`config.mk`:
```
export PLATFORM = sky130hd
export DESIGN_NAME = bottom_hold_judge
export DESIGN_NICKNAME = d
export VERILOG_FILES = /design/src/bottom_hold_pkg.sv /design/src/bottom_hold_judge.sv /design/src/pin_sync.sv
export VERILOG_INCLUDE_DIRS = /design/src
export SDC_FILE = /design/constraint.sdc
export NUM_CORES = 1
export LEC_CHECK = 0
export BUFFER_PORTS_ARGS = -buffer_cell sky130_fd_sc_hd__buf_2
export CAP_MARGIN = 20
export CORE_MARGIN = 2
export CORE_UTILIZATION = 55
export DETAILED_ROUTE_END_ITERATION = 8
export MAX_ROUTING_LAYER = met4
export PLACE_DENSITY = 0.8
export SYNTH_ARGS = -nofsm -noshare
export SYNTH_HDL_FRONTEND = slang
export SYNTH_HIERARCHICAL = 1
export SYNTH_SLANG_ARGS = --single-unit
```
`constraint.sdc`:
```
create_clock -name ref_clk -period 5 [get_ports ref_clk]
set_input_delay 0.5 -clock ref_clk [delete_from_list [all_inputs] [get_ports ref_clk]]
set_output_delay 0.5 -clock ref_clk [all_outputs]
set_load 0.05 [all_outputs]
```
`src/bottom_hold_defines.svh`:
```
// Constants of the bottom-hold self-timing judge
// Function
// - Bottom hold with internal timing opens periods from reading against threshold.
// - Outside a period, outputs and shown value stay unchanged.
// - End update: falling below threshold turns outputs off, starts minimum tracking.
// - End update: rising above threshold judges minimum, latches outputs, shows it.
// - Each later fall repeats tracking while the old shown value stays.
// - Continuous update refreshes shown minimum throughout the period, and outputs too once standby has cleared.
// - Continuous update clears shown value at period start, then shows running minimum.
// - Continuous update freezes shown value when the period ends and judges outputs from it.
// - Self-timing threshold is a user setting compared against the live reading.
// - Setting mode entered only after key held two seconds on main screen.
// - Peak-to-peak judges maximum minus minimum over the external timing period.
// - Internal self-timing is refused while peak-to-peak mode is selected.
// - After power-up or reset, standby shown and outputs off until first value.
// - Reset comes from the external reset input, or the key during error.
// - Peak-to-peak end update changes shown value and outputs only on timing events.
// - At timing rising edge, peak-to-peak shows held maximum minus minimum.
`ifndef BOTTOM_HOLD_DEFINES_SVH
`define BOTTOM_HOLD_DEFINES_SVH

`define READ_W 16
`define REF_CLK_KHZ 40000
`define KEY_HOLD_MS 2000
`define KEY_HOLD_CYCLES (`KEY_HOLD_MS * `REF_CLK_KHZ)
`define SHOWN_RST 16'h0000
`define SYNC_W 3

`endif

```
`src/bottom_hold_pkg.sv`:
```
// Types of the bottom-hold self-timing judge
package bottom_hold_pkg;

	typedef enum logic {
		PH_IDLE,
		PH_SAMPLE
	} phase_e;

	typedef struct packed {
		phase_e phase;
		logic standby;
		logic [15:0] shown;
		logic [15:0] min_val;
		logic [15:0] max_val;
		logic hi;
		logic go;
		logic lo;
		logic [31:0] key_cnt;
		logic setting;
		logic refused;
		logic timing_prev;
		logic rst_prev;
		logic key_prev;
	} judge_s;

endpackage

```
`src/bottom_hold_judge.sv`:
```
// Hold-and-judge logic: bottom hold self-timing, peak-to-peak, standby and key
`include "bottom_hold_defines.svh"

module bottom_hold_judge #(
	parameter int KEY_HOLD_CYCLES = `KEY_HOLD_CYCLES
) (
	// Clock and reset
	input wire logic ref_clk,
	input wire logic reset_n,
	// Live reading, same clock domain
	input wire logic [15:0] reading,
	// Settings
	input wire logic [15:0] self_timing_level,
	input wire logic [15:0] upper_limit,
	input wire logic [15:0] lower_limit,
	input wire logic mode_peak_to_peak,
	input wire logic update_continuous,
	input wire logic timing_external,
	// Panel state
	input wire logic main_screen,
	input wire logic error_shown,
	input wire logic setting_exit,
	// Pins from the controller and the panel
	input wire logic timing_pin,
	input wire logic reset_pin,
	input wire logic key_pin,
	// Judgement and display
	output logic [15:0] judged_value,
	output logic out_high,
	output logic out_go,
	output logic out_low,
	output logic standby_shown,
	output logic setting_mode,
	output logic self_timing_refused
);

	bottom_hold_pkg::judge_s st_q;
	bottom_hold_pkg::judge_s st_d;

	logic [2:0] pin_level;
	logic timing_lvl;
	logic rst_lvl;
	logic key_lvl;
	logic below;
	logic in_period;
	logic period_start;
	logic period_end;
	logic soft_rst;
	logic [15:0] min_run;
	logic [15:0] max_run;
	logic [15:0] span_run;
	logic [15:0] judge_in;
	logic [2:0] cls;

	// ----------------------------------------------------------------
	// Pin synchronisers
	// ----------------------------------------------------------------
	pin_sync u_sync (
		.ref_clk(ref_clk),
		.reset_n(reset_n),
		.pin_raw({key_pin, reset_pin, timing_pin}),
		.pin_level(pin_level)
	);

	assign timing_lvl = pin_level[0];
	assign rst_lvl = pin_level[1];
	assign key_lvl = pin_level[2];

	// ----------------------------------------------------------------
	// Classifier
	// ----------------------------------------------------------------
	// limits to one output
	function automatic logic [2:0] classify(input logic [15:0] v, input logic [15:0] up,
		input logic [15:0] lo);
		logic [2:0] r;
		r = 3'h2;
		if (v > up) begin
			r = 3'h4;
		end else if (v < lo) begin
			r = 3'h1;
		end
		return r;
	endfunction

	// ----------------------------------------------------------------
	// Next state
	// ----------------------------------------------------------------
	always_comb begin
		st_d = st_q;
		soft_rst = (rst_lvl && !st_q.rst_prev) || (key_lvl && !st_q.key_prev && error_shown);
		below = reading < self_timing_level;
		in_period = (mode_peak_to_peak || timing_external) ? !timing_lvl : below;
		period_start = in_period && st_q.phase == bottom_hold_pkg::PH_IDLE;
		period_end = !in_period && st_q.phase == bottom_hold_pkg::PH_SAMPLE;
		min_run = (period_start || reading < st_q.min_val) ? reading : st_q.min_val;
		max_run = (period_start || reading > st_q.max_val) ? reading : st_q.max_val;
		span_run = max_run - min_run;
		judge_in = mode_peak_to_peak ? span_run : min_run;
		cls = classify(judge_in, upper_limit, lower_limit);

		st_d.timing_prev = timing_lvl;
		st_d.rst_prev = rst_lvl;
		st_d.key_prev = key_lvl;
		st_d.refused = mode_peak_to_peak;

		if (key_lvl && main_screen && !st_q.setting) begin
			if (st_q.key_cnt < 32'(KEY_HOLD_CYCLES)) begin
				st_d.key_cnt = st_q.key_cnt + 32'h00000001;
			end
		end else begin
			st_d.key_cnt = 32'h00000000;
		end
		if (st_q.key_cnt >= 32'(KEY_HOLD_CYCLES)) begin
			st_d.setting = 1'b1;
		end else if (setting_exit) begin
			st_d.setting = 1'b0;
		end

		if (soft_rst) begin
			st_d.phase = bottom_hold_pkg::PH_IDLE;
			st_d.standby = 1'b1;
			st_d.shown = `SHOWN_RST;
			st_d.hi = 1'b0;
			st_d.go = 1'b0;
			st_d.lo = 1'b0;
		end else if (st_q.phase == bottom_hold_pkg::PH_SAMPLE || period_start) begin
			if (!in_period) begin
				st_d.phase = bottom_hold_pkg::PH_IDLE;
				st_d.standby = 1'b0;
				if (!update_continuous) begin
					st_d.shown = mode_peak_to_peak ? st_q.max_val - st_q.min_val : st_q.min_val;
					{st_d.hi, st_d.go, st_d.lo} = classify(st_d.shown, upper_limit,
						lower_limit);
				end else begin
					// first period after standby judged too
					{st_d.hi, st_d.go, st_d.lo} = classify(st_q.shown, upper_limit,
						lower_limit);
				end
			end else begin
				st_d.phase = bottom_hold_pkg::PH_SAMPLE;
				st_d.min_val = min_run;
				st_d.max_val = max_run;
				if (update_continuous) begin
					st_d.shown = judge_in;
					{st_d.hi, st_d.go, st_d.lo} = st_q.standby ? 3'h0 : cls;
				end else if (period_start) begin
					{st_d.hi, st_d.go, st_d.lo} = 3'h0;
				end
			end
		end
	end

	always_ff @(posedge ref_clk or negedge reset_n) begin
		if (!reset_n) begin
			st_q.phase <= bottom_hold_pkg::PH_IDLE;
			st_q.standby <= 1'b1;
			st_q.shown <= `SHOWN_RST;
			st_q.min_val <= 16'h0000;
			st_q.max_val <= 16'h0000;
			st_q.hi <= 1'b0;
			st_q.go <= 1'b0;
			st_q.lo <= 1'b0;
			st_q.key_cnt <= 32'h00000000;
			st_q.setting <= 1'b0;
			st_q.refused <= 1'b0;
			st_q.timing_prev <= 1'b0;
			st_q.rst_prev <= 1'b0;
			st_q.key_prev <= 1'b0;
		end else begin
			st_q <= st_d;
		end
	end

	// ----------------------------------------------------------------
	// Outputs
	// ----------------------------------------------------------------
	assign judged_value = st_q.shown;
	assign out_high = st_q.hi;
	assign out_go = st_q.go;
	assign out_low = st_q.lo;
	assign standby_shown = st_q.standby;
	assign setting_mode = st_q.setting;
	assign self_timing_refused = st_q.refused;

	// ----------------------------------------------------------------
	// Checks
	// ----------------------------------------------------------------
	logic sampling;
	assign sampling = st_q.phase == bottom_hold_pkg::PH_SAMPLE;

	chk_standby_off: assert property (@(posedge ref_clk) disable iff (!reset_n)
		st_q.standby |-> !(st_q.hi || st_q.go || st_q.lo))
		else $error("outputs on during standby");

	chk_judge_onehot: assert property (@(posedge ref_clk) disable iff (!reset_n)
		(st_q.hi || st_q.go || st_q.lo) |-> $onehot({st_q.hi, st_q.go, st_q.lo}))
		else $error("more than one judgement output on");

	chk_end_start_off: assert property (@(posedge ref_clk) disable iff (!reset_n)
		($rose(sampling) && !$past(update_continuous) && !$past(soft_rst))
		|-> !(st_q.hi || st_q.go || st_q.lo) && $stable(st_q.shown))
		else $error("period start did not clear outputs");

	chk_end_shown_kept: assert property (@(posedge ref_clk) disable iff (!reset_n)
		(sampling && $past(sampling) && !$past(update_continuous) && !$past(soft_rst))
		|-> $stable(st_q.shown))
		else $error("shown value moved inside period");

	chk_end_latch_min: assert property (@(posedge ref_clk) disable iff (!reset_n)
		($fell(sampling) && !$past(update_continuous) && !$past(mode_peak_to_peak)
		&& !$past(soft_rst)) |-> st_q.shown == $past(st_q.min_val) && !st_q.standby)
		else $error("period end did not show minimum");

	chk_idle_hold: assert property (@(posedge ref_clk) disable iff (!reset_n)
		(!sampling && $past(!sampling) && !$past(soft_rst) && !$past(period_start))
		|-> $stable(st_q.shown) && $stable({st_q.hi, st_q.go, st_q.lo}))
		else $error("held result changed outside period");

	chk_cont_min: assert property (@(posedge ref_clk) disable iff (!reset_n)
		(sampling && $past(sampling) && $past(update_continuous) && !$past(mode_peak_to_peak)
		&& !$past(soft_rst)) |-> st_q.shown <= $past(st_q.shown))
		else $error("running minimum rose");

	chk_pp_span: assert property (@(posedge ref_clk) disable iff (!reset_n)
		($fell(sampling) && !$past(update_continuous) && $past(mode_peak_to_peak)
		&& !$past(soft_rst)) |-> st_q.shown == $past(st_q.max_val - st_q.min_val))
		else $error("span not shown at period end");

	chk_key_hold: assert property (@(posedge ref_clk) disable iff (!reset_n)
		$rose(st_q.setting) |-> $past(st_q.key_cnt) >= 32'(KEY_HOLD_CYCLES))
		else $error("setting mode entered too early");

	chk_reset_standby: assert property (@(posedge ref_clk) disable iff (!reset_n)
		soft_rst |=> st_q.standby && st_q.shown == `SHOWN_RST)
		else $error("soft reset ignored");

	// ----------------------------------------------------------------
	// Period source, judgement, reset and setting-mode checks
	// ----------------------------------------------------------------

	chk_pp_no_self: assert property (@(posedge ref_clk) disable iff (!reset_n)
		((mode_peak_to_peak || timing_external) && timing_lvl) |=> !sampling)
		else $error("period opened without timing input");

	chk_self_open: assert property (@(posedge ref_clk) disable iff (!reset_n)
		(!mode_peak_to_peak && !timing_external && below && !soft_rst) |=> sampling)
		else $error("reading below threshold opened no period");

	chk_self_close: assert property (@(posedge ref_clk) disable iff (!reset_n)
		(!mode_peak_to_peak && !timing_external && !below) |=> !sampling)
		else $error("reading above threshold kept period open");

	chk_refused_mode: assert property (@(posedge ref_clk) disable iff (!reset_n)
		self_timing_refused == $past(mode_peak_to_peak))
		else $error("refusal flag does not follow mode");

	chk_cont_outputs: assert property (@(posedge ref_clk) disable iff (!reset_n)
		(sampling && $past(update_continuous) && !$past(st_q.standby) && !$past(soft_rst))
		|-> st_q.hi == (st_q.shown > $past(upper_limit))
		&& st_q.lo == (!st_q.hi && st_q.shown < $past(lower_limit))
		&& st_q.go == !(st_q.hi || st_q.lo))
		else $error("running outputs do not follow shown value");

	chk_close_classify: assert property (@(posedge ref_clk) disable iff (!reset_n)
		($fell(sampling) && !$past(update_continuous) && !$past(soft_rst))
		|-> $onehot({st_q.hi, st_q.go, st_q.lo})
		&& st_q.hi == (st_q.shown > $past(upper_limit))
		&& st_q.lo == (!st_q.hi && st_q.shown < $past(lower_limit)))
		else $error("period end judged wrongly");

	chk_pp_hold: assert property (@(posedge ref_clk) disable iff (!reset_n)
		($changed(st_q.shown) && $past(mode_peak_to_peak) && !$past(update_continuous)
		&& !$past(soft_rst)) |-> $fell(sampling))
		else $error("span changed between timing events");

	chk_cont_start: assert property (@(posedge ref_clk) disable iff (!reset_n)
		($rose(sampling) && $past(update_continuous) && !$past(mode_peak_to_peak)
		&& !$past(soft_rst)) |-> st_q.shown == $past(reading))
		else $error("held value not cleared at period start");

	chk_cont_freeze: assert property (@(posedge ref_clk) disable iff (!reset_n)
		($fell(sampling) && $past(update_continuous) && !$past(soft_rst))
		|-> $stable(st_q.shown) && !st_q.standby && $onehot({st_q.hi, st_q.go, st_q.lo}))
		else $error("continuous result not frozen at period end");

	chk_standby_clear: assert property (@(posedge ref_clk) disable iff (!reset_n)
		$fell(st_q.standby) |-> $past(period_end) && !$past(soft_rst))
		else $error("standby left without a judged value");

	chk_soft_off: assert property (@(posedge ref_clk) disable iff (!reset_n)
		soft_rst |=> !(st_q.hi || st_q.go || st_q.lo) && !sampling)
		else $error("soft reset left outputs on");

	chk_setting_exit: assert property (@(posedge ref_clk) disable iff (!reset_n)
		(setting_exit && st_q.key_cnt < 32'(KEY_HOLD_CYCLES)) |=> !st_q.setting)
		else $error("setting mode not left on exit");

endmodule // bottom_hold_judge

```
`src/pin_sync.sv`:
```
// Three-stage synchroniser with agreement filter for the pin inputs
module pin_sync (
	// Clock and reset
	input wire logic ref_clk,
	input wire logic reset_n,
	// Raw pins and filtered levels
	input wire logic [2:0] pin_raw,
	output logic [2:0] pin_level
);

	typedef struct packed {
		logic [2:0] s1;
		logic [2:0] s2;
		logic [2:0] s3;
		logic [2:0] level;
	} sync_s;

	sync_s st_q;
	sync_s st_d;

	always_comb begin
		st_d = st_q;
		st_d.s1 = pin_raw;
		st_d.s2 = st_q.s1;
		st_d.s3 = st_q.s2;
		for (int i = 0; i < 3; i++) begin
			if (st_q.s2[i] == st_q.s3[i]) begin
				st_d.level[i] = st_q.s3[i];
			end
		end
	end

	always_ff @(posedge ref_clk or negedge reset_n) begin
		if (!reset_n) begin
			st_q <= '0;
		end else begin
			st_q <= st_d;
		end
	end

	assign pin_level = st_q.level;

endmodule // pin_sync
```
# Word level (Yosys, flattened, before mapping)
# Index checks and enable logic that the tools add are counted.
# word_totals
register_bits	101
wordCells	93
# classes
eq_ne	8
addsub	3
reduce_logical	21
n_lt_le_gt_ge	11
mux	29
bitwise_logic	2
# op_table
operator	n
$mux W16	7
$mux W32	3
$lt A16 B16 Y1	5
$gt A16 B16 Y1	4
$mux W53	1
$add A32 B1 Y32 const B	1
$ge A32 B27 Y1 const B	1
$lt A32 B27 Y1 const B	1
$sub A16 B16 Y16	2
$mux W3	9
$mux W18	1
$logic_and A1 B1 Y1	6
$mux W2	3
$reduce_and A3 Y1	2
$logic_or A1 B1 Y1	5
$mux W1	5
$logic_not A1 Y1	4
$ne A2 B1 Y1 const B	2
$ne A4 B2 Y1 const B	1
$reduce_and A2 Y1	2
$reduce_bool A2 Y1	2
$eq A1 B1 Y1	3
$ne A3 B1 Y1 const B	1
$ne A3 B2 Y1 const B	1
$not A1 Y1	2

# Longest topological paths before layout
# Gate-level depths: netlist of run 1.
# depth
word_depth	15
ltp_mapped	31
depth_no_buf	30

# Cells and area by module
# Netlist of run 1, hierarchy kept.
# by_module_without_submodules
mod	n_inst	seq_area_each_um2	cells_per_inst	area_per_inst_um2
bottom_hold_judge	1	2228.4	1126	9221.3
pin_sync	1	300.3	18	356.6

# Least setup slack after synthesis of run 1
# No wires, ideal clock.
# synth_timing
path_kind	input port to flip-flop
startpoint	in self_timing_level[2]
endpoint	reg st_q (netlist bit out_low)
setup_time_ns	0.119
required_time_ns	4.881
setup_slack_ns	-0.578
t_arrival_ns	5.459
path_stages	27
cell_sequence	inv_1 > ha_1 > a211o_1 > a31oi_1 > o21ai_1 > nand3_1 > nand4_1 > nand2_2 > buf_4 > mux2_2 > ha_1 > fa_1 > nor2b_1 > o21ai_0 > nand2b_1 > a21o_1 > a31o_2 > a31oi_1 > o21ai_0 > xnor2_1 > mux2i_1 > ha_1 > nand2_1 > or3_1 > a2111oi_0 > nor4_1 > o21ba_2
# synth_via
elab_chain_cells	15
elab_cells_between_ends	22
classes_between	1 x add/sub; 3 x order compare; 1 x eq/ne; 11 x mux; 6 x reduce/logical
# synth_rtl
element	line	text
from (decl)	bottom_hold_judge.sv:13	input wire logic [15:0] self_timing_level,
$lt A16 B16 Y1 (*)	bottom_hold_judge.sv:91	below = reading < self_timing_level;
$mux W1 (*)	bottom_hold_judge.sv:92	in_period = (mode_peak_to_peak || timing_external) ? !timing_lvl : below;
$logic_and A1 B1 Y1 (*)	bottom_hold_judge.sv:93	period_start = in_period && st_q.phase == bottom_hold_pkg::PH_IDLE;
$logic_or A1 B1 Y1 (*)	bottom_hold_judge.sv:95	min_run = (period_start || reading < st_q.min_val) ? reading : st_q.min_val;
$mux W16 (*)	bottom_hold_judge.sv:95	
via min_run[0]	bottom_hold_judge.sv:49	logic [15:0] min_run;
$sub A16 B16 Y16	bottom_hold_judge.sv:97	span_run = max_run - min_run;
$mux W16 (*)	bottom_hold_judge.sv:98	judge_in = mode_peak_to_peak ? span_run : min_run;
$lt A16 B16 Y1	bottom_hold_judge.sv:79	end else if (v < lo) begin
$mux W2	bottom_hold_judge.sv:79	
$mux W3 (*)	bottom_hold_judge.sv:77	if (v > up) begin
$mux W3 (*)	bottom_hold_judge.sv:145	{st_d.hi, st_d.go, st_d.lo} = st_q.standby ? 3'h0 : cls;
$mux W3 (*)	bottom_hold_judge.sv:143	if (update_continuous) begin
$mux W3 (*)	bottom_hold_judge.sv:127	if (!in_period) begin
$mux W53 (*)	bottom_hold_judge.sv:126	end else if (st_q.phase == bottom_hold_pkg::PH_SAMPLE || period_start) begin
$mux W3 (*)	bottom_hold_judge.sv:119	if (soft_rst) begin
to (signal assigned)	bottom_hold_judge.sv:170	st_q <= st_d;
to (decl)	bottom_hold_judge.sv:37	bottom_hold_pkg::judge_s st_q;
# Mark *: on every way through the listed nets, which the timed path passes. The rest lies on a longest branch. The select of a mux whose other input is x is not followed.
# A chain may end at the register's enable or synchronous reset.

# Worst setup path after layout of run 1
# layout_timing
startpoint	reg st_q[67] (netlist bit)
endpoint	reg st_q (netlist bit out_high)
# layout_via
elab_chain_cells	12
elab_cells_between_ends	17
classes_between	2 x add/sub; 3 x order compare; 11 x mux; 1 x reduce/logical
# layout_rtl
element	line
$lt A16 B16 Y1	bottom_hold_judge.sv:95
$logic_or A1 B1 Y1	bottom_hold_judge.sv:95
$mux W16	bottom_hold_judge.sv:95
$sub A16 B16 Y16	bottom_hold_judge.sv:97
$mux W16	bottom_hold_judge.sv:98
$gt A16 B16 Y1	bottom_hold_judge.sv:77
$mux W3	bottom_hold_judge.sv:77
$mux W3	bottom_hold_judge.sv:145
$mux W3	bottom_hold_judge.sv:143
$mux W3 (*)	bottom_hold_judge.sv:127
$mux W53 (*)	bottom_hold_judge.sv:126
$mux W3 (*)	bottom_hold_judge.sv:119
# Mark *: on every way between the ends. The rest lies on a longest branch, timed or not. The select of a mux whose other input is x is not followed.

==> impl_summary.log, run 1 <==
INFO  metric htree_levels = 3
INFO  metric critical_path.max_stage_delay = ~460 ps
INFO  metric netSwitchingFraction = 49.2%
INFO  metric fin_worst_hold_slack = 138 ps
INFO  metric grt_start_max_net_pins = 54
INFO  metric share_seq_of_total_power = 12.4%
INFO  metric violated_checks = negative setup slack
INFO  metric critPathMaxFanout = 6
INFO  metric area_growth = 33.9%
INFO  metric grt_setup_unrepaired = true
INFO  metric share_comb_of_total_power = between 70% and 80%
INFO  metric place.gp.congestion = just under 1
INFO  metric synthDistinctLibCells = 75
INFO  metric final-hold-violation-count = 0
INFO  metric numPortBuffers = between 90 and 100
INFO  metric die_h = 136 µm
INFO  metric clock_sink_count = 101
INFO  metric power.clock.fraction = ~8.0%
INFO  metric via_density = ~6.3
INFO  metric yosys.cell_count.top_type = sky130_fd_sc_hd__ha_1
INFO  metric cell_row_count = 48
INFO  metric post_synth_most_frequent_cells = sky130_fd_sc_hd__ha_1, sky130_fd_sc_hd__inv_1, sky130_fd_sc_hd__nor2_1, sky130_fd_sc_hd__dfrtp_1, sky130_fd_sc_hd__a21oi_1
INFO  metric synthesis.yosys.warnings = 6
INFO  metric grt_util_all_layers = 33.9%
INFO  metric part_of_the_cycle_the_worst_path_needs = 116%
INFO  metric critical_path.startpoint_type = register
INFO  metric slew-limit-headroom = 30.3%
INFO  metric sum_of_routed_wire_length_over_all_layers = 34,200 µm
INFO  metric power.internal = 0.00488 W
INFO  metric grt_overflow_total = 0
INFO  metric path_class = register to register
INFO  metric setup_viol = 4
INFO  metric mappedNetlistArea = 9580 µm²
INFO  metric detailroute.via_count = 10,388
INFO  metric crit_arrival = 6060 ps
INFO  metric post-route-min-period = approximately 5800 ps
INFO  metric postRouteAntennaNets = 0
INFO  metric share_of_the_synthesized_area_in_the_top_cell_type = 26.1%
INFO  metric synthArstFlopShare = 100%
INFO  metric grt_pass1_wl = around 48,000 µm
INFO  metric ys_top_cells_by_area = sky130_fd_sc_hd__dfrtp_1, sky130_fd_sc_hd__ha_1, sky130_fd_sc_hd__a21oi_1, sky130_fd_sc_hd__o21ai_0, sky130_fd_sc_hd__inv_1
INFO  metric seq_area_frac_synth = 26.4%
INFO  metric detail_route.iter0.violations = 1,006
INFO  metric floorplan.die_area = 18,500 µm²
INFO  metric synth_nets = between 1,000 and 1,500
INFO  metric grt_pass1_vias = 10,053
INFO  metric fin_cells = around 1,700
INFO  metric total_number_of_nets_in_the_final_design = between 1,500 and 2,000
INFO  metric maxCapViolations = 0
INFO  metric detail_route.drc_violations = 0
INFO  metric die_width = ~140 µm
INFO  metric timing.final.ws_setup = -779 ps
INFO  metric required_time_at_the_worst_slack_endpoint = about 5300 ps
INFO  metric core_region_area = 17,200 µm²
INFO  metric floorplan.io_pins = 97
INFO  metric max-clock-path-buffers = 2
INFO  metric wl_per_cell = 20.7 µm
INFO  metric numPlacedInstances = 1,595
INFO  metric cts_root_buffer = sky130_fd_sc_hd__clkbuf_16
INFO  metric initial_core_util = 55.8%
INFO  metric critical-path-top-cell-by-count = sky130_fd_sc_hd__a21oi_2
INFO  metric worst_ir_drop_vdd = 0.000478 V
INFO  metric bufs_and_invs_on_worst_path = 3
INFO  metric drtPass1Iterations = 6
INFO  metric avg_synthesized_cell_area = 8.37 µm²
INFO  metric cts-buffers-inserted = 9
INFO  metric tritoncts = done
INFO  metric clkLatencyLatePin = 390 ps
INFO  metric final-max-slew-violation-count = 0
INFO  metric worst-slew-pin-transition = approximately 1000 ps
INFO  metric yosysTopAreaCell = sky130_fd_sc_hd__dfrtp_1
INFO  metric run_status = finished with violations
INFO  metric syn_inst = 1,144
INFO  metric hpwl = 21,800 µm
INFO  metric cts.reportedPaths.clkPinSlew = 90 ps
INFO  metric min_path_type = primary input to asynchronous set/reset pin
INFO  metric cts.hold.buffers_added = 0
INFO  metric post_route_cells_drive_above_1_share = 31.0%
INFO  metric leakage = 6.45 nW
INFO  metric cp_top_family = compound AO/OA/AOI/OAI gates
INFO  metric antenna_found_initial = 1
INFO  metric synth-seq-cells = around 100
INFO  metric crit_slowest_cell = sky130_fd_sc_hd__o41ai_2
INFO  metric synth_top_flop_cell = sky130_fd_sc_hd__dfrtp_1
INFO  metric type_of_destination_of_the_critical_path = register
INFO  metric fmax = 173 MHz
INFO  metric timing.clock.skew = 17.5 ps
INFO  metric synth-edff-count = 0
INFO  metric power-per-cell-area = approximately 750 nW/µm²
INFO  metric power.net_switching = 0.00473 W
-- power by group through the flow --
stage                     registers [W]  logic, W  clock network [W]
after global routing            0.00121   0.00813           0.000801
after floorplan                 0.00121   0.00390                  0
after detailed placement        0.00119   0.00604                  0
after CTS                       0.00118   0.00655           0.000763
final                           0.00120   0.00764           0.000770
after global placement          0.00118   0.00582                  0
-- layout make-up --
cell class | instances | area, µm²
Clock inverter | 7 | 93.8
Timing Repair Buffer | 308 | 2130
Sequential cell | 101 | 2530
Clock buffer | 9 | 225
Multi-Input combinational cell | 897 | 7150
Tap cell | 225 | 282
Inverter | 105 | 409
Antenna cell | 1 | 2.50
Fill cell | 1163 | 4360
-- cell usage in the layout, fill, tap and decap left out, types with 13 or more instances in the layout --
cell	instances
sky130_fd_sc_hd__buf_4	202
sky130_fd_sc_hd__ha_1	153
sky130_fd_sc_hd__dfrtp_1	100
sky130_fd_sc_hd__nor2_1	99
sky130_fd_sc_hd__inv_1	96
sky130_fd_sc_hd__buf_2	95
sky130_fd_sc_hd__nand2_1	81
sky130_fd_sc_hd__a21oi_1	80
sky130_fd_sc_hd__o21ai_0	78
sky130_fd_sc_hd__xnor2_1	30
sky130_fd_sc_hd__nand3_1	29
sky130_fd_sc_hd__a21o_1	23
sky130_fd_sc_hd__mux2i_1	23
sky130_fd_sc_hd__nand4_1	22
sky130_fd_sc_hd__a21oi_2	16
sky130_fd_sc_hd__nor3_1	16
sky130_fd_sc_hd__ha_4	16
sky130_fd_sc_hd__o21a_1	13
-- cells by family after synthesis --
| logic type | count (synthesis) | share of synthesized area, % |
|---|---|---|
| AO/OA/AOI/OAI | 303 | 19.1 |
| XOR/XNOR | 44 | 4.10 |
| adder cells (fa/ha/maj) | 176 | 23.1 |
| buffers and inverters | 148 | 6.69 |
| flip-flops | 101 | 26.4 |
| multiplexers | 35 | 3.70 |
| AND/OR/NAND/NOR | 337 | 16.9 |
-- worst register-to-register path: stages, from the launching register on --
cell and delay [ps]:
sky130_fd_sc_hd__dfrtp_1 360, sky130_fd_sc_hd__inv_1 60, sky130_fd_sc_hd__ha_1 330, sky130_fd_sc_hd__a21oi_1 190, sky130_fd_sc_hd__o21ai_0 110, sky130_fd_sc_hd__a21oi_1 330
sky130_fd_sc_hd__a21boi_2 140, sky130_fd_sc_hd__nand2_4 130, sky130_fd_sc_hd__buf_8 190, sky130_fd_sc_hd__mux2i_4 420, sky130_fd_sc_hd__ha_4 280, sky130_fd_sc_hd__a21oi_2 140
sky130_fd_sc_hd__o21ai_1 100, sky130_fd_sc_hd__a21o_1 210, sky130_fd_sc_hd__a22o_1 260, sky130_fd_sc_hd__o41ai_2 460, sky130_fd_sc_hd__nor3_1 140, sky130_fd_sc_hd__nor3b_1 270
sky130_fd_sc_hd__xnor2_1 160, sky130_fd_sc_hd__buf_4 180, sky130_fd_sc_hd__ha_4 260, sky130_fd_sc_hd__nand4_1 120, sky130_fd_sc_hd__a21oi_2 130, sky130_fd_sc_hd__o21ai_1 90
sky130_fd_sc_hd__a21oi_2 210, sky130_fd_sc_hd__a31oi_1 120, sky130_fd_sc_hd__a211oi_1 270
-- routing by layer --
layer	vias to the layer above	GRT usage [%]	share of wire [%]
met5	-	-	0
met4	0	19.4	8.2
met3	268	5.97	7.9
met2	585	56.9	47
met1	4884	38.2	37
li1	4651	-	-
-- sequential cells by signal, summed over array words and instances, names as in the netlist, 3 cells and up --
signal,cells
st_q,66
judged_value,16
u_sync/st_d,6
u_sync/pin_level,3
u_sync/st_q,3
-- worst paths after layout --
path,from,endpoint,slack (ps),cells after the start
hold / removal,reset_n,st_q[40]$_DFFE_PN0P_,140,1
max in group asynchronous,reset_n,u_sync/st_d[7]$_DFF_PN0_,3660,2
setup / recovery,st_q[67]$_DFFE_PN0P_,out_high$_DFFE_PN0P_,-780,26
min in group ref_clk,key_pin,u_sync/st_d[8]$_DFF_PN0_,220,1
hold reg to reg,u_sync/st_d[8]$_DFF_PN0_,u_sync/st_d[5]$_DFF_PN0_,350,0
setup reg to reg,st_q[67]$_DFFE_PN0P_,out_high$_DFFE_PN0P_,-780,26
-- per-stage QoR --
step | utilization [%] | area (µm²) | setup WS, ps | TNS [ps] | power, W
global placement | 67.4 | 11600 | -706 | -1960 | 0.00701
global route | 74.6 | 12800 | -897 | -2670 | 0.0101
floorplan | - | 9770 | -246 | -485 | 0.00510
CTS | 71.7 | 12300 | -241 | -592 | 0.00850
detailed placement | 67.4 | 11600 | -980 | -2760 | 0.00723
finish | 74.6 | 12800 | -779 | -2280 | 0.00961
-- what timing repair did --
action                     CTS  global route
buffers inserted            19            19
setup endpoints to repair    3             3
gates resized for setup     48            66
pin swaps                   41            50
hold endpoints to repair     0             0
gates cloned                 3             0
Power figures use the tool's default switching activity.
==> run 2: changes to the inputs <==
--- a/config.mk
+++ b/config.mk
@@ -10,9 +10,10 @@
 export CAP_MARGIN = 20
 export CORE_MARGIN = 2
 export CORE_UTILIZATION = 55
+export CTS_CLUSTER_SIZE = 30
 export DETAILED_ROUTE_END_ITERATION = 8
 export MAX_ROUTING_LAYER = met4
-export PLACE_DENSITY = 0.8
+export PLACE_DENSITY = 0.78
 export SYNTH_ARGS = -nofsm -noshare
 export SYNTH_HDL_FRONTEND = slang
 export SYNTH_HIERARCHICAL = 1
==> run 2 against run 1 <==
  * The flow still finishes with violations (negative setup slack)
  * Clock power decreased by 6.8%
  * Die area unchanged
  * Sequential share of layout area increased by 0.39 points
  * Final cell count decreased by 0.48%
  * Global-route usage increased by 0.13 points
  * Utilization decreased by 1.4 points
  * Design area decreased by 1.9%
  * Worst setup slack improved by 81 ps
  * Largest cell class unchanged
  * Clock-buffer cell count increased by 1
  * Sequential power about the same
==> impl_summary.log, run 2 (synthesis gave the netlist of run 1 again) <==
INFO  metric mostFrequentLayoutCell = sky130_fd_sc_hd__buf_4
INFO  metric drtPass1Iterations = 6
INFO  metric fillCellCount = 1,242
INFO  metric min_path_type = primary input to asynchronous set/reset pin
INFO  metric fmax = 176 MHz
INFO  metric via_density = ~6.1
INFO  metric final_cell_mix = sky130_fd_sc_hd__buf_4, sky130_fd_sc_hd__ha_1, sky130_fd_sc_hd__dfrtp_1
INFO  metric cts_root_buffer = sky130_fd_sc_hd__clkbuf_16
INFO  metric worst-slew-pin-transition = 1020 ps
INFO  metric area_growth = 31.3%
INFO  metric cts.reportedPaths.clkPinSlew = 90 ps
INFO  metric post-route-min-period = roughly 5700 ps
INFO  metric place.gp.congestion = roughly 0.97
INFO  metric grt_most_used_layer = met2
INFO  metric worst_ir_drop_vdd = just under 0.0004 V
INFO  metric core_region_area = approximately 17,000 µm²
INFO  metric htree_levels = 3
INFO  metric number_of_flip_flops_in_the_largest_register = 66
INFO  metric slew-limit-headroom = between 30% and 40%
INFO  metric cell_row_count = 48
INFO  metric critical_path.startpoint_type = primary input
INFO  metric timing.final.ws_setup = -698 ps
INFO  metric detail_route.drc_violations = 0
INFO  metric run_status = finished with violations
INFO  metric use_met3 = 6.56%
INFO  metric hpwl = 22,200 µm
INFO  metric detailroute.via_count = 10,011
INFO  metric sum_of_routed_wire_length_over_all_layers = between 30,000 and 40,000 µm
INFO  metric final-max-slew-violation-count = 0
INFO  metric die_h = 136 µm
INFO  metric max-clock-path-buffers = 2
INFO  metric top_reg_by_flops = st_q
INFO  metric total_number_of_nets_in_the_final_design = 1,664
INFO  metric grt_pass1_wl = 47,700 µm
INFO  metric postRouteAntennaNets = 0
INFO  metric grtUsageMet1 = 38.6%
INFO  metric post_route_cells_drive_above_1_share = 30.2%
INFO  metric seq_area = 2530 µm²
INFO  metric grt_start_max_net_pins = 62
INFO  metric floorplan.die_area = 18,500 µm²
INFO  metric tritoncts = done
INFO  metric multi_input_gate_area_in_the_final_layout = 6990 µm²
INFO  metric power-per-cell-area = 725 nW/µm²
INFO  metric cts.hold.buffers_added = 0
INFO  metric wl_per_cell = 19.7 µm
INFO  metric clkLatencyLatePin = around 370 ps
INFO  metric leakage = 6.40 nW
INFO  metric crit_arrival = between 5000 and 6000 ps
INFO  metric n_antenna_cell = 0
INFO  metric initial_core_util = a little under three fifths
INFO  metric grt_pass1_vias = 9,712
INFO  metric critPathMaxFanout = 8
INFO  metric setup_viol = 4
INFO  metric required_time_at_the_worst_slack_endpoint = 5280 ps
INFO  metric path_class = primary input to register
INFO  metric timing.clock.skew = between 15 and 20 ps
INFO  metric globalRouteMet2Util = 57.4%
INFO  metric final-hold-violation-count = 0
INFO  metric die_width = 136 µm
INFO  metric type_of_destination_of_the_critical_path = register
INFO  metric antenna_found_initial = 0
INFO  metric grt_overflow_total = 0
INFO  metric numPortBuffers = 96
INFO  metric clock_sink_count = just over 100
INFO  metric floorplan.io_pins = 97
INFO  metric total_power = around 0.0091 W
INFO  metric detail_route.iter0.violations = 781
INFO  metric cts-buffers-inserted = 9
INFO  metric part_of_the_cycle_the_worst_path_needs = 114%
INFO  metric maxCapViolations = 0
INFO  metric violated_checks = negative setup slack
INFO  metric fin_worst_hold_slack = 214 ps
INFO  metric grt_setup_unrepaired = true
INFO  metric grt_util_all_layers = between 30% and 40%
run 2: cell types whose count changed in the layout (fill, tap and decap cells not counted), moves of 4 or more:
cell	change
sky130_fd_sc_hd__buf_6	-8
sky130_fd_sc_hd__ha_4	-8
sky130_fd_sc_hd__ha_1	+7
sky130_fd_sc_hd__mux2i_2	+5
sky130_fd_sc_hd__mux2i_4	-5
sky130_fd_sc_hd__clkinv_8	-4
sky130_fd_sc_hd__o21ai_2	+4
run 2: final cells by class:
type / count / share of cell area (%)
clock buffer: 10 / 1.90
clock inverter: 5 / 0.388
inverter: 105 / 3.25
multi-input combinational: 896 / 55.6
sequential: 101 / 20.1
tap: 225 / 2.24
timing repair buffer: 303 / 16.5
run 2: routing by layer:
| layer | routed length (µm) | vias up |
|---|---|---|
| met2 | 15300 | 514 |
| li1 | - | 4628 |
| met1 | 12500 | 4701 |
| met4 | 2060 | 0 |
| met5 | 0 | - |
| met3 | 2610 | 168 |
run 2: worst max-delay path, stage by stage:
cell	delay (ps)
sky130_fd_sc_hd__buf_4	130
sky130_fd_sc_hd__inv_12	30
sky130_fd_sc_hd__ha_4	220
sky130_fd_sc_hd__a21o_1	170
sky130_fd_sc_hd__a221oi_1	310
sky130_fd_sc_hd__o21ai_1	170
sky130_fd_sc_hd__nand3_2	140
sky130_fd_sc_hd__a31oi_4	140
sky130_fd_sc_hd__o21ai_4	390
sky130_fd_sc_hd__buf_4	260
sky130_fd_sc_hd__nand2_1	200
sky130_fd_sc_hd__o21ai_1	260
sky130_fd_sc_hd__ha_2	370
sky130_fd_sc_hd__a21oi_4	170
sky130_fd_sc_hd__a31oi_4	70
sky130_fd_sc_hd__a22o_1	250
sky130_fd_sc_hd__o41ai_4	340
sky130_fd_sc_hd__o21ai_1	110
sky130_fd_sc_hd__nor3b_4	170
sky130_fd_sc_hd__xnor2_2	180
sky130_fd_sc_hd__ha_1	330
sky130_fd_sc_hd__nand4_1	190
sky130_fd_sc_hd__a21oi_2	170
sky130_fd_sc_hd__o21ai_2	70
sky130_fd_sc_hd__a21oi_2	200
sky130_fd_sc_hd__a31oi_1	140
sky130_fd_sc_hd__a211oi_1	270
run 2: report_power, final:
group          switching (W)  internal, W  total (W)
clock network       0.000357     0.000361   0.000718
logic                0.00392      0.00329    0.00722
registers           0.000163      0.00102    0.00118
run 2: final timing paths:
check / start / to / slack [ps] / cells after the start
min: reset_n / st_q[42]$_DFFE_PN0P_ / 210 / 1
max reg2reg: st_q[41]$_DFFE_PN0P_ / out_high$_DFFE_PN0P_ / -620 / 26
min in group ref_clk: key_pin / u_sync/st_d[8]$_DFF_PN0_ / 240 / 1
min reg2reg: u_sync/st_d[6]$_DFF_PN0_ / u_sync/st_d[3]$_DFF_PN0_ / 350 / 0
max in group asynchronous: reset_n / st_q[8]$_DFFE_PN0P_ / 3670 / 2
max: self_timing_level[5] / out_high$_DFFE_PN0P_ / -700 / 27
run 2: stage by stage:
step,TNS [ps],area [µm²],utilization (%),worst slack (ps),instances
after floorplan,-485,9770,-,-246,1144
after global placement,-1850,11600,67.5,-672,1599
after detailed placement,-2550,11600,67.5,-866,1599
after CTS,-339,12200,71.3,-167,1637
after global routing,-2330,12600,73.2,-811,1645
final,-2020,12600,73.2,-698,1645
run 2: what timing repair did:
| action | 4_1_cts | 5_1_grt |
|---|---|---|
| hold endpoints to repair | 0 | 0 |
| gates resized for setup | 39 | 56 |
| endpoints found under the setup margin | 3 | 3 |
| pin swaps | 22 | 37 |
| setup buffers | 21 | 8 |
| gates cloned | 2 | 0 |
